`config.mk`:
```
export PLATFORM = sky130hd
export DESIGN_NAME = vr_supervisor_phase_control
export DESIGN_NICKNAME = d
export VERILOG_FILES = /design/src/shared/vr_supervisor_pkg.sv /design/src/shared/sync_bus_if.sv /design/src/core/vr_supervisor_phase_control.sv /design/src/core/pin_sync.sv
export SDC_FILE = /design/constraint.sdc
export NUM_CORES = 1
export LEC_CHECK = 0
export BUFFER_PORTS_ARGS = -buffer_cell sky130_fd_sc_hd__buf_2
export CORE_MARGIN = 2
export CORE_UTILIZATION = 42
export DETAILED_ROUTE_END_ITERATION = 10
export GPL_TIMING_DRIVEN = 0
export PLACE_DENSITY = 0.64
export SLEW_MARGIN = 10
export SYNTH_ARGS = -nofsm -noshare
export SYNTH_HDL_FRONTEND = slang
export SYNTH_HIERARCHICAL = 1
export SYNTH_SLANG_ARGS = --single-unit
```
`constraint.sdc`:
```
create_clock -name sys_clk_i -period 4.7 [get_ports sys_clk_i]
set_input_delay 0.47 -clock sys_clk_i [delete_from_list [all_inputs] [get_ports sys_clk_i]]
set_output_delay 0.47 -clock sys_clk_i [all_outputs]
set_load 0.02 [all_outputs]
```
`src/shared/vr_supervisor_pkg.sv`:
```
// Constants and timing for the regulator supervisory and phase-control block
package vr_supervisor_pkg;

   // ---------------------------------------------------------------
   // Clock and timing
   // ---------------------------------------------------------------
   localparam int CLK_MHZ          = 250;
   localparam int BLANK_NS         = 100000;
   localparam int SETTLE_NS        = 200;
   localparam int CONFIRM_NS       = 5000;
   localparam int TURN_ON_NS       = 1000000;
   localparam int CNT_W            = 20;
   // Least times round up to whole cycles
   localparam int BLANK_CYC        = (BLANK_NS * CLK_MHZ + 999) / 1000;
   localparam int SETTLE_CYC       = (SETTLE_NS * CLK_MHZ + 999) / 1000;
   localparam int CONFIRM_CYC      = (CONFIRM_NS * CLK_MHZ + 999) / 1000;
   localparam int TURN_ON_CYC      = (TURN_ON_NS * CLK_MHZ + 999) / 1000;

   // ---------------------------------------------------------------
   // Analog thresholds the comparators are built around
   // ---------------------------------------------------------------
   localparam int WIN_ABOVE_MV     = 300;
   localparam int WIN_BELOW_MV     = 500;
   localparam int RELEASE_MV       = 300;
   localparam int HOT_THRESH_MV    = 810;

   // ---------------------------------------------------------------
   // Phases and codes
   // ---------------------------------------------------------------
   localparam int PHASES           = 6;
   localparam logic [7:0] CODE_OFF_A = 8'h00;
   localparam logic [7:0] CODE_OFF_B = 8'h01;
   localparam logic [7:0] CODE_OFF_C = 8'hFE;
   localparam logic [7:0] CODE_OFF_D = 8'hFF;
   localparam logic [7:0] CODE_RST   = 8'h00;
   localparam logic [5:0] KEEP_P1    = 6'h01;
   localparam logic [5:0] KEEP_P13   = 6'h05;
   localparam logic [5:0] KEEP_P14   = 6'h09;

   // ---------------------------------------------------------------
   // Register map (byte addresses) and reset values
   // ---------------------------------------------------------------
   localparam logic [7:0] CFG_ADDR    = 8'h00;
   localparam logic [7:0] STATUS_ADDR = 8'h04;
   localparam logic [2:0] CFG_RST     = 3'h6;
   localparam int CFG_COUNT_LSB       = 0;
   localparam int ST_CODE_LSB         = 8;

   // ---------------------------------------------------------------
   // Supervisor states, Gray coded along the start-up path
   // ---------------------------------------------------------------
   typedef enum logic [1:0] {
      ST_OFF   = 2'b00,
      ST_SOFT  = 2'b01,
      ST_DELAY = 2'b11,
      ST_RUN   = 2'b10
   } run_state_type;

endpackage : vr_supervisor_pkg

```
`src/shared/sync_bus_if.sv`:
```
// Carrier between asynchronous pin inputs and their synchroniser
`timescale 1ns/1ns
`default_nettype none
interface sync_bus_if #(parameter int W = 16);
   logic [W-1:0] raw;
   logic [W-1:0] sync;
   modport src  (output raw, input sync);
   modport sink (input raw, output sync);
endinterface : sync_bus_if
`default_nettype wire

```
`src/core/vr_supervisor_phase_control.sv`:
```
// Supervisory, phase-shedding and crowbar logic with an AHB-Lite register port
`timescale 1ns/1ns
`default_nettype none
module vr_supervisor_phase_control
#(
   parameter int BLANK_CYC   = vr_supervisor_pkg::BLANK_CYC,
   parameter int TURN_ON_CYC = vr_supervisor_pkg::TURN_ON_CYC
)
(
   // Clock and reset
   input  wire logic        sys_clk_i,
   input  wire logic        reset_i,
   // AHB-Lite slave
   input  wire logic        hsel_i,
   input  wire logic [31:0] haddr_i,
   input  wire logic [1:0]  htrans_i,
   input  wire logic        hwrite_i,
   input  wire logic [2:0]  hsize_i,
   input  wire logic [31:0] hwdata_i,
   input  wire logic        hready_i,
   output logic             hreadyout_o,
   output logic             hresp_o,
   output logic [31:0]      hrdata_o,
   // Pins from processor, supply and comparators (asynchronous)
   input  wire logic        enable_i,
   input  wire logic        supply_ok_i,
   input  wire logic [7:0]  voltage_code_i,
   input  wire logic        low_power_request_n_i,
   input  wire logic        light_load_phase_select_i,
   input  wire logic        out_above_window_i,
   input  wire logic        out_below_window_i,
   input  wire logic        crowbar_release_i,
   input  wire logic        thermistor_low_i,
   // Same-clock inputs from modulator and soft-start
   input  wire logic [5:0]  pwm_i,
   input  wire logic        soft_start_done_i,
   // Outputs to drivers and system
   output logic [5:0]       pwm_o,
   output logic             soft_start_run_o,
   output logic             shed_phase_disable_n_o,
   output logic             core_phase_disable_n_o,
   output logic             output_good_flag_o,
   output logic             output_good_flag_oe_n_o,
   output logic             overtemp_flag_o
);

   // ---------------------------------------------------------------
   // Decoding functions
   // ---------------------------------------------------------------
   function automatic logic is_off_code(input logic [7:0] c);
      return (c == vr_supervisor_pkg::CODE_OFF_A) || (c == vr_supervisor_pkg::CODE_OFF_B)
          || (c == vr_supervisor_pkg::CODE_OFF_C) || (c == vr_supervisor_pkg::CODE_OFF_D);
   endfunction

   // Phases kept alive in the low-power state
   function automatic logic [5:0] keep_mask(input logic [2:0] n, input logic sel);
      if (!sel || (n < 3'h4))
         return vr_supervisor_pkg::KEEP_P1;
      else if (n == 3'h4)
         return vr_supervisor_pkg::KEEP_P13;
      else
         return vr_supervisor_pkg::KEEP_P14;
   endfunction

   function automatic logic [5:0] count_mask(input logic [2:0] n);
      logic [5:0] m;
      m = '0;
      for (int i = 0; i < vr_supervisor_pkg::PHASES; i++)
         m[i] = (3'(i) < n);
      return m;
   endfunction

   // ---------------------------------------------------------------
   // Pin synchronisers
   // ---------------------------------------------------------------
   sync_bus_if #(.W(16)) pins ();

   assign pins.raw = {voltage_code_i, enable_i, supply_ok_i, low_power_request_n_i,
                      light_load_phase_select_i, out_above_window_i, out_below_window_i,
                      crowbar_release_i, thermistor_low_i};

   pin_sync u_pin_sync
   (
      .sys_clk_i (sys_clk_i),
      .reset_i   (reset_i),
      .pins      (pins.sink)
   );

   // Comparator results only used after two stages
   wire logic [7:0] code_s    = pins.sync[15:8];
   wire logic       enable_s  = pins.sync[7];
   wire logic       supply_s  = pins.sync[6];
   wire logic       lp_n_s    = pins.sync[5];
   wire logic       sel_s     = pins.sync[4];
   wire logic       above_s   = pins.sync[3];
   wire logic       below_s   = pins.sync[2];
   wire logic       release_s = pins.sync[1];
   wire logic       therm_s   = pins.sync[0];

   // ---------------------------------------------------------------
   // Voltage code deskew and latch
   // ---------------------------------------------------------------
   logic [7:0]                         code_seen_q;
   logic [7:0]                         code_q;
   logic [vr_supervisor_pkg::CNT_W-1:0] settle_q;

   wire logic code_moved  = (code_s != code_seen_q);
   wire logic code_change = (settle_q == '0) && !code_moved && (code_q != code_seen_q);
   wire logic code_off    = is_off_code(code_q);

   // Bits that move restart the deskew wait, so skew never latches a code
   always_ff @(posedge sys_clk_i or posedge reset_i)
   begin
      if (reset_i)
      begin
         code_seen_q <= vr_supervisor_pkg::CODE_RST;
         code_q      <= vr_supervisor_pkg::CODE_RST;
         settle_q    <= '0;
      end
      else
      begin
         code_seen_q <= code_s;
         if (code_moved)
            settle_q <= vr_supervisor_pkg::CNT_W'(vr_supervisor_pkg::SETTLE_CYC);
         else if (settle_q != '0)
            settle_q <= settle_q - 1'b1;
         if (code_change)
            code_q <= code_seen_q;
      end
   end

   // ---------------------------------------------------------------
   // Off-code confirmation and blanking timers
   // ---------------------------------------------------------------
   // Terminal counts cut to the counter width once, ahead of every use
   localparam logic [vr_supervisor_pkg::CNT_W-1:0] CNT_W_BLANK   =
      vr_supervisor_pkg::CNT_W'(BLANK_CYC);
   localparam logic [vr_supervisor_pkg::CNT_W-1:0] CNT_W_TURN    =
      vr_supervisor_pkg::CNT_W'(TURN_ON_CYC);
   localparam logic [vr_supervisor_pkg::CNT_W-1:0] CNT_W_CONFIRM =
      vr_supervisor_pkg::CNT_W'(vr_supervisor_pkg::CONFIRM_CYC);

   logic [vr_supervisor_pkg::CNT_W-1:0] off_cnt_q;
   logic [vr_supervisor_pkg::CNT_W-1:0] blank_q;

   wire logic off_confirmed = (off_cnt_q == CNT_W_CONFIRM);
   wire logic blank         = (blank_q != '0);

   // Each new code reloads the blanking window, so it ends after the last one
   always_ff @(posedge sys_clk_i or posedge reset_i)
   begin
      if (reset_i)
      begin
         off_cnt_q <= '0;
         blank_q   <= '0;
      end
      else
      begin
         if (!code_off)
            off_cnt_q <= '0;
         else if (!off_confirmed)
            off_cnt_q <= off_cnt_q + 1'b1;
         if (code_change)
            blank_q <= CNT_W_BLANK;
         else if (blank)
            blank_q <= blank_q - 1'b1;
      end
   end

   // ---------------------------------------------------------------
   // Start-up sequencer
   // ---------------------------------------------------------------
   vr_supervisor_pkg::run_state_type   state_q;
   vr_supervisor_pkg::run_state_type   state_d;
   logic [vr_supervisor_pkg::CNT_W-1:0] delay_q;

   wire logic run_ok    = enable_s && supply_s && !off_confirmed;
   wire logic switching = run_ok && (state_q != vr_supervisor_pkg::ST_OFF);
   wire logic delay_end = (delay_q == CNT_W_TURN);

   // Losing enable or supply drops straight back to off from any state
   always_comb
   begin
      state_d = state_q;
      if (!run_ok)
         state_d = vr_supervisor_pkg::ST_OFF;
      else
         case (state_q)
            vr_supervisor_pkg::ST_OFF:   state_d = vr_supervisor_pkg::ST_SOFT;
            vr_supervisor_pkg::ST_SOFT:
               if (soft_start_done_i)
                  state_d = vr_supervisor_pkg::ST_DELAY;
            vr_supervisor_pkg::ST_DELAY:
               if (delay_end)
                  state_d = vr_supervisor_pkg::ST_RUN;
            default:                     state_d = state_q;
         endcase
   end

   // Turn-on delay only counts once soft-start has arrived
   always_ff @(posedge sys_clk_i or posedge reset_i)
   begin
      if (reset_i)
      begin
         state_q <= vr_supervisor_pkg::ST_OFF;
         delay_q <= '0;
      end
      else
      begin
         state_q <= state_d;
         if (state_q != vr_supervisor_pkg::ST_DELAY)
            delay_q <= '0;
         else if (!delay_end)
            delay_q <= delay_q + 1'b1;
      end
   end

   // ---------------------------------------------------------------
   // Output-good, crowbar and over-temperature
   // ---------------------------------------------------------------
   logic good_q;
   logic crowbar_q;
   logic hot_q;

   // Comparators sit at +WIN_ABOVE_MV / -WIN_BELOW_MV around the code voltage
   wire logic in_window  = !above_s && !below_s;
   wire logic good_d     = (state_q == vr_supervisor_pkg::ST_RUN) && run_ok && !code_off
                           && (blank ? good_q : in_window);
   // Trip uses the window's upper comparator; a trip beats a release
   wire logic crowbar_d  = (above_s && !blank) || (crowbar_q && !release_s);

   always_ff @(posedge sys_clk_i or posedge reset_i)
   begin
      if (reset_i)
      begin
         good_q    <= 1'b0;
         crowbar_q <= 1'b0;
         hot_q     <= 1'b0;
      end
      else
      begin
         good_q    <= good_d;
         crowbar_q <= crowbar_d;
         hot_q     <= therm_s;
      end
   end

   // ---------------------------------------------------------------
   // Phase gating and driver disables
   // ---------------------------------------------------------------
   logic [2:0] count_q;
   logic [5:0] pwm_q;
   logic       shed_n_q;
   logic       core_n_q;

   wire logic       low_power = !lp_n_s;
   wire logic [5:0] keep      = keep_mask(count_q, sel_s);
   wire logic [5:0] lp_mask   = low_power ? keep : 6'h3F;
   wire logic [5:0] pwm_d     = pwm_i & count_mask(count_q) & lp_mask
                                & {6{switching && !crowbar_q}};

   always_ff @(posedge sys_clk_i or posedge reset_i)
   begin
      if (reset_i)
      begin
         pwm_q    <= '0;
         shed_n_q <= 1'b0;
         core_n_q <= 1'b0;
      end
      else
      begin
         pwm_q    <= pwm_d;
         shed_n_q <= switching && !low_power;
         core_n_q <= switching;
      end
   end

   // ---------------------------------------------------------------
   // AHB-Lite slave, zero wait states
   // ---------------------------------------------------------------
   logic        wr_pend_q;
   logic [7:0]  wr_addr_q;
   logic [31:0] rdata_q;

   wire logic       take    = hsel_i && hready_i && htrans_i[1];
   wire logic       cfg_wr  = wr_pend_q && (wr_addr_q == vr_supervisor_pkg::CFG_ADDR);
   wire logic [2:0] count_d = cfg_wr ? hwdata_i[vr_supervisor_pkg::CFG_COUNT_LSB +: 3] : count_q;
   wire logic [31:0] status_word = {16'h0000, code_q, state_q, hot_q, crowbar_q, blank,
                                    low_power, good_q, switching};
   // Reads see a write landing in the same edge, so back-to-back is coherent
   wire logic [31:0] rdata_d =
      (haddr_i[7:0] == vr_supervisor_pkg::CFG_ADDR)    ? {29'h0, count_d} :
      (haddr_i[7:0] == vr_supervisor_pkg::STATUS_ADDR) ? status_word : 32'h0000_0000;

   always_ff @(posedge sys_clk_i or posedge reset_i)
   begin
      if (reset_i)
      begin
         wr_pend_q <= 1'b0;
         wr_addr_q <= '0;
         rdata_q   <= '0;
         count_q   <= vr_supervisor_pkg::CFG_RST;
      end
      else
      begin
         wr_pend_q <= take && hwrite_i;
         wr_addr_q <= haddr_i[7:0];
         count_q   <= count_d;
         if (take && !hwrite_i)
            rdata_q <= rdata_d;
      end
   end

   // ---------------------------------------------------------------
   // Output assignments
   // ---------------------------------------------------------------
   assign hreadyout_o             = 1'b1;
   assign hresp_o                 = 1'b0;
   assign hrdata_o                = rdata_q;
   assign pwm_o                   = pwm_q;
   assign soft_start_run_o        = (state_q != vr_supervisor_pkg::ST_OFF);
   assign shed_phase_disable_n_o  = shed_n_q;
   assign core_phase_disable_n_o  = core_n_q;
   assign output_good_flag_o      = 1'b0;
   assign output_good_flag_oe_n_o = good_q; // Open drain: pull low unless good
   assign overtemp_flag_o         = hot_q;
endmodule // vr_supervisor_phase_control
`default_nettype wire

```
`src/core/pin_sync.sv`:
```
// Two flip-flop synchroniser for a bundle of asynchronous inputs
`timescale 1ns/1ns
`default_nettype none
module pin_sync
(
   // Clock and reset
   input  wire logic     sys_clk_i,
   input  wire logic     reset_i,
   // Raw and synchronised bundle
   sync_bus_if.sink      pins
);
   localparam int W = $bits(pins.raw);

   // ---------------------------------------------------------------
   // Stages
   // ---------------------------------------------------------------
   logic [W-1:0] meta_q;
   logic [W-1:0] stable_q;

   // First stage feeds only the second
   always_ff @(posedge sys_clk_i or posedge reset_i)
   begin
      if (reset_i)
      begin
         meta_q   <= '0;
         stable_q <= '0;
      end
      else
      begin
         meta_q   <= pins.raw;
         stable_q <= meta_q;
      end
   end

   assign pins.sync = stable_q;
endmodule // pin_sync
`default_nettype wire

```
==> summary.md <==
The area growth from synthesis to layout is 17.71%. Setup repair after global routing left no endpoint under its margin. The pin count of the biggest net entering global routing came out at 75. In the post-synthesis netlist, the cell with the most instances is sky130_fd_sc_hd__dfrtp_1.

The worst hold path belongs to the class in2reg. The signal on the critical path passes through inv_1, ha_1, nor2b_1, nand4_1, a2111oi_4, buf_6, buf_6, nor2_1. IR analysis of the VDD net gives a maximum drop of 0.2964 mV. The routed layout has 5249 vias. For the pin with the worst max-slew slack, the measured transition is 1005 ps. Of all flip-flops after synthesis, the portion carrying an async set or reset was 100.0%.

The total area inside the core boundary comes to 17240 um2. The fraction of the yosys area taken by sequential cells was 57.30%; the die height was 136.6 um. The max-capacitance violation count came out at 0. STA classifies the critical path endpoint as a register. After clock tree synthesis, the flow added hold-fix buffers numbering 0. Counting cells, the worst reg-to-reg path comes to 8. For the number of sinks handled by clock tree synthesis, the log shows 169. The endpoint of the worst-slack reg-to-reg timing path is blank_q[9]. For this design, the slowest cell found on the critical path is sky130_fd_sc_hd__a2111oi_4. The worst-path maximum fanout works out to 10. The effective utilization at floorplan came out at 42.84%. The critical path launch point was settle_q[0]. The final layout contains routed wiring with a total length of 15.16 mm. In this run the static leakage power is 3.991 nW.

Summed over all failing endpoints, the final setup total negative slack is 0 ps. TritonCTS built the clock tree. In the global route stage, overall resource usage came out at 17.49%.

Derived from the worst setup path, the maximum achievable clock frequency is 379.1 MHz. Summing internal, switching and leakage power gives 3.027 mW. The top-area cell type share of the netlist area came out at 56.59%. The clock root buffer was sky130_fd_sc_hd__clkbuf_16. Ranked by instance count, the synthesized netlist is headed by sky130_fd_sc_hd__dfrtp_1 (167), sky130_fd_sc_hd__nor2_1 (85), sky130_fd_sc_hd__xor2_1 (42). Category of the most critical setup path: reg2reg.

The biggest area contributor in the post-synthesis netlist is sky130_fd_sc_hd__dfrtp_1. The share of layout cells above drive strength 1 was 18.97%. The number of port buffers is 66, and the total congestion overflow after global routing is 0. STA classifies the critical path startpoint as a register. After layout, the worst path uses 56.12% of the clock period. The insertion delay of the later-clocked pin in the worst-skew pair was 430 ps.

No sink is reached through more buffers than the 2 on the longest clock path. The worst hold path terminates at u_pin_sync/meta_q[6]. The run finished with clean final reports. Hold-critical path depth: 1. Dividing the synthesized area by the synthesized cell count gives 11.12 um2.

Measured along the x axis, the die boundary spans 136.6 um. For the worst hold slack, the log shows 144.6 ps. In this run, synthesis produced a sequential element count of 169. Routability-driven placement finished with a final weighted congestion of 0.8103. The die covers 18660 um2. The logs give 5020 ps for the critical path data required time and 2960 ps for the critical path arrival. Dividing the detail-routed via count by the number of cells gives 5.223. In this run the tightest slew margin relative to its limit is 32.36%. For this design the top-level I/O count stands at 143. The run gives 5 as the total iterations of the first detailed-routing run. The floorplan has 48 rows. After filler insertion, the fill cell instance count of the layout stands at 1510. The via count of the first global-routing pass was 5240.

For the count of endpoints failing hold in the final timing report, the log shows 0. Counting flops with a built-in enable in the synthesized netlist gives 0. The setup check on the worst reg-to-reg path leaves a slack of 2060 ps. The total count of max-transition violations in the final report is 0, and the number of levels in the clock H-tree is 4.

The run gives 872 as the final-stage net count. The wire length of the first global-routing pass came out at 25.61 mm. The logs give 10.73 mm for the estimated wirelength of the detail-placed design and 0 for the number of antenna violations at the first check in global routing. In this run the remaining antenna-violating nets after routing total 0. The startpoint identified for the worst hold timing path is supply_ok_i.

In this run the power density over the cells is 348.2 nW/um2. TritonCTS created 17 clock buffers. Synthesis produced 664 cells.

After synthesis the cells add up to 7385 um2. The Yosys step of the flow raised 6 warnings. In the final routed layout, each cell accounts on average for 15.08 um. The number of DRC markers in iteration 0 came out at 395.

By area the synthesized netlist is led by sky130_fd_sc_hd__dfrtp_1 (57%), sky130_fd_sc_hd__xor2_1 (5.0%), sky130_fd_sc_hd__nor2_1 (4.3%). 0 antenna diodes ended up in the layout. The largest incremental delay on the critical path was 820 ps. Setup violations remaining at the end of the flow were counted as 0. The shortest period the worst path allows works out to 2637 ps.

The cell seen most often among critical-path stages was sky130_fd_sc_hd__buf_6. The number of buffers inserted to repair setup after CTS is 0, and the count of unique library cells instantiated by Yosys is 49. The number of DRC violations after detailed routing is 0, and the maximum clock skew at final layout is 10.72 ps.

The startpoint of the most critical register-to-register path was settle_q[0]. After clock tree synthesis, the repair step resized 0 gates. Among all flip-flop cells after synthesis, the most frequent one is sky130_fd_sc_hd__dfrtp_1.

After clock tree synthesis, the clock-pin slew on the worst setup and hold paths is 70 ps.
[per-stage QoR]
| step | cells | cell area [um2] | setup slack, ps | util [%] |
|---|---|---|---|---|
| global placement | 972 | 8060 | -942.4 | 46.76 |
| detailed placement | 973 | 8093 | 1968 | 46.95 |
| floorplan | 681 | 7448 | 565.5 | - |
| finish | 1005 | 8692 | 2063 | 50.43 |
| CTS | 1005 | 8692 | 2054 | 50.43 |
| global route | 1005 | 8692 | 1788 | 50.43 |
[sequential cells by signal, summed over array words and instances, names as in the netlist, 3 cells and up]
name / flops
count_q: 3
wr_addr_q: 8
u_pin_sync/pins.sync: 16
settle_q: 20
code_q: 8
code_seen_q: 8
pwm_o: 6
off_cnt_q: 20
hrdata_o: 16
delay_q: 20
u_pin_sync/meta_q: 16
blank_q: 20
[placed cells by master, fill, tap and decap left out, types with 3 or more instances in the layout]
cell | synthesis | layout
sky130_fd_sc_hd__xnor2_1 | 34 | 34
sky130_fd_sc_hd__a22o_1 | 13 | 13
sky130_fd_sc_hd__conb_1 | 2 | 19
sky130_fd_sc_hd__nand2_1 | 32 | 32
sky130_fd_sc_hd__nor3b_1 | 3 | 3
sky130_fd_sc_hd__xor2_1 | 42 | 42
sky130_fd_sc_hd__nand2b_1 | 6 | 6
sky130_fd_sc_hd__clkbuf_1 | 12 | 13
sky130_fd_sc_hd__or3_1 | 13 | 13
sky130_fd_sc_hd__buf_4 | 19 | 19
sky130_fd_sc_hd__nor4bb_1 | 3 | 3
sky130_fd_sc_hd__nand4_1 | 20 | 20
sky130_fd_sc_hd__nand3b_1 | 6 | 6
sky130_fd_sc_hd__ha_1 | 8 | 8
sky130_fd_sc_hd__dfrtp_1 | 167 | 167
sky130_fd_sc_hd__and4_1 | 7 | 7
sky130_fd_sc_hd__mux2_2 | 12 | 12
sky130_fd_sc_hd__and3_1 | 3 | 3
sky130_fd_sc_hd__or4_1 | 8 | 8
sky130_fd_sc_hd__clkbuf_16 | 0 | 17
sky130_fd_sc_hd__nor2_1 | 85 | 85
sky130_fd_sc_hd__inv_1 | 21 | 19
sky130_fd_sc_hd__o211ai_1 | 6 | 6
sky130_fd_sc_hd__nor4_1 | 23 | 23
sky130_fd_sc_hd__nand3_1 | 24 | 24
sky130_fd_sc_hd__a21oi_1 | 17 | 17
sky130_fd_sc_hd__or2_2 | 4 | 4
sky130_fd_sc_hd__buf_2 | 0 | 66
sky130_fd_sc_hd__o21ai_0 | 19 | 19
sky130_fd_sc_hd__inv_6 | 0 | 6
sky130_fd_sc_hd__nor3_1 | 24 | 24
[worst max-delay path, delay by kind of cell (launching register included)]
kind	cells	cell delay, ps
compound gates	1	820
simple gates	3	640
buf+inv	3	510
flops	1	400
fa+ha+maj	1	150
[routing by layer]
metal	vias up	GRT usage (%)	part of all wire, %
met5	-	0	0
met3	21	3.704	4.7
met2	131	28.44	49
met4	0	7.002	1.5
met1	2595	22.85	45
li1	2502	-	-
[kinds of logic after synthesis]
group / count (synthesis) / synth area share, %
simple gates: 278 / 20.48
flops: 169 / 57.30
xor+xnor: 76 / 9.014
compound gates: 64 / 5.862
buf+inv: 54 / 3.914
mux: 13 / 1.965
fa+ha+maj: 8 / 1.356
other cells: 2 / 0.1017
[worst max path at each step]
| stage | to | depth (start not counted) |
|---|---|---|
| 2_1_floorplan | blank_q[0] | 1 |
| 3_3_place_gp | wr_addr_q[3] | 2 |
| 3_5_place_dp | hrdata_o[4] | 5 |
| 4_1_cts | blank_q[9] | 8 |
| 5_1_grt | blank_q[11] | 8 |
| 6_report | blank_q[9] | 8 |
[report_power, final]
part / switching (mW) / internal (mW)
combinational: 0.0756 / 0.0392
sequential: 0.0154 / 1.48
clock: 0.603 / 0.813
[layout make-up]
type	count	area (um2)	area share [%]
multi-input combinational	458	2928	33.68
buffer	33	210.2	2.418
sequential	169	4232	48.68
clock buffer	19	442.9	5.096
inverter	21	83.83	0.9644
timing repair buffer	67	357.8	4.117
clock inverter	13	156.4	1.799
tap	225	281.5	3.239
Note: power is estimated with default switching activity, not from simulation.
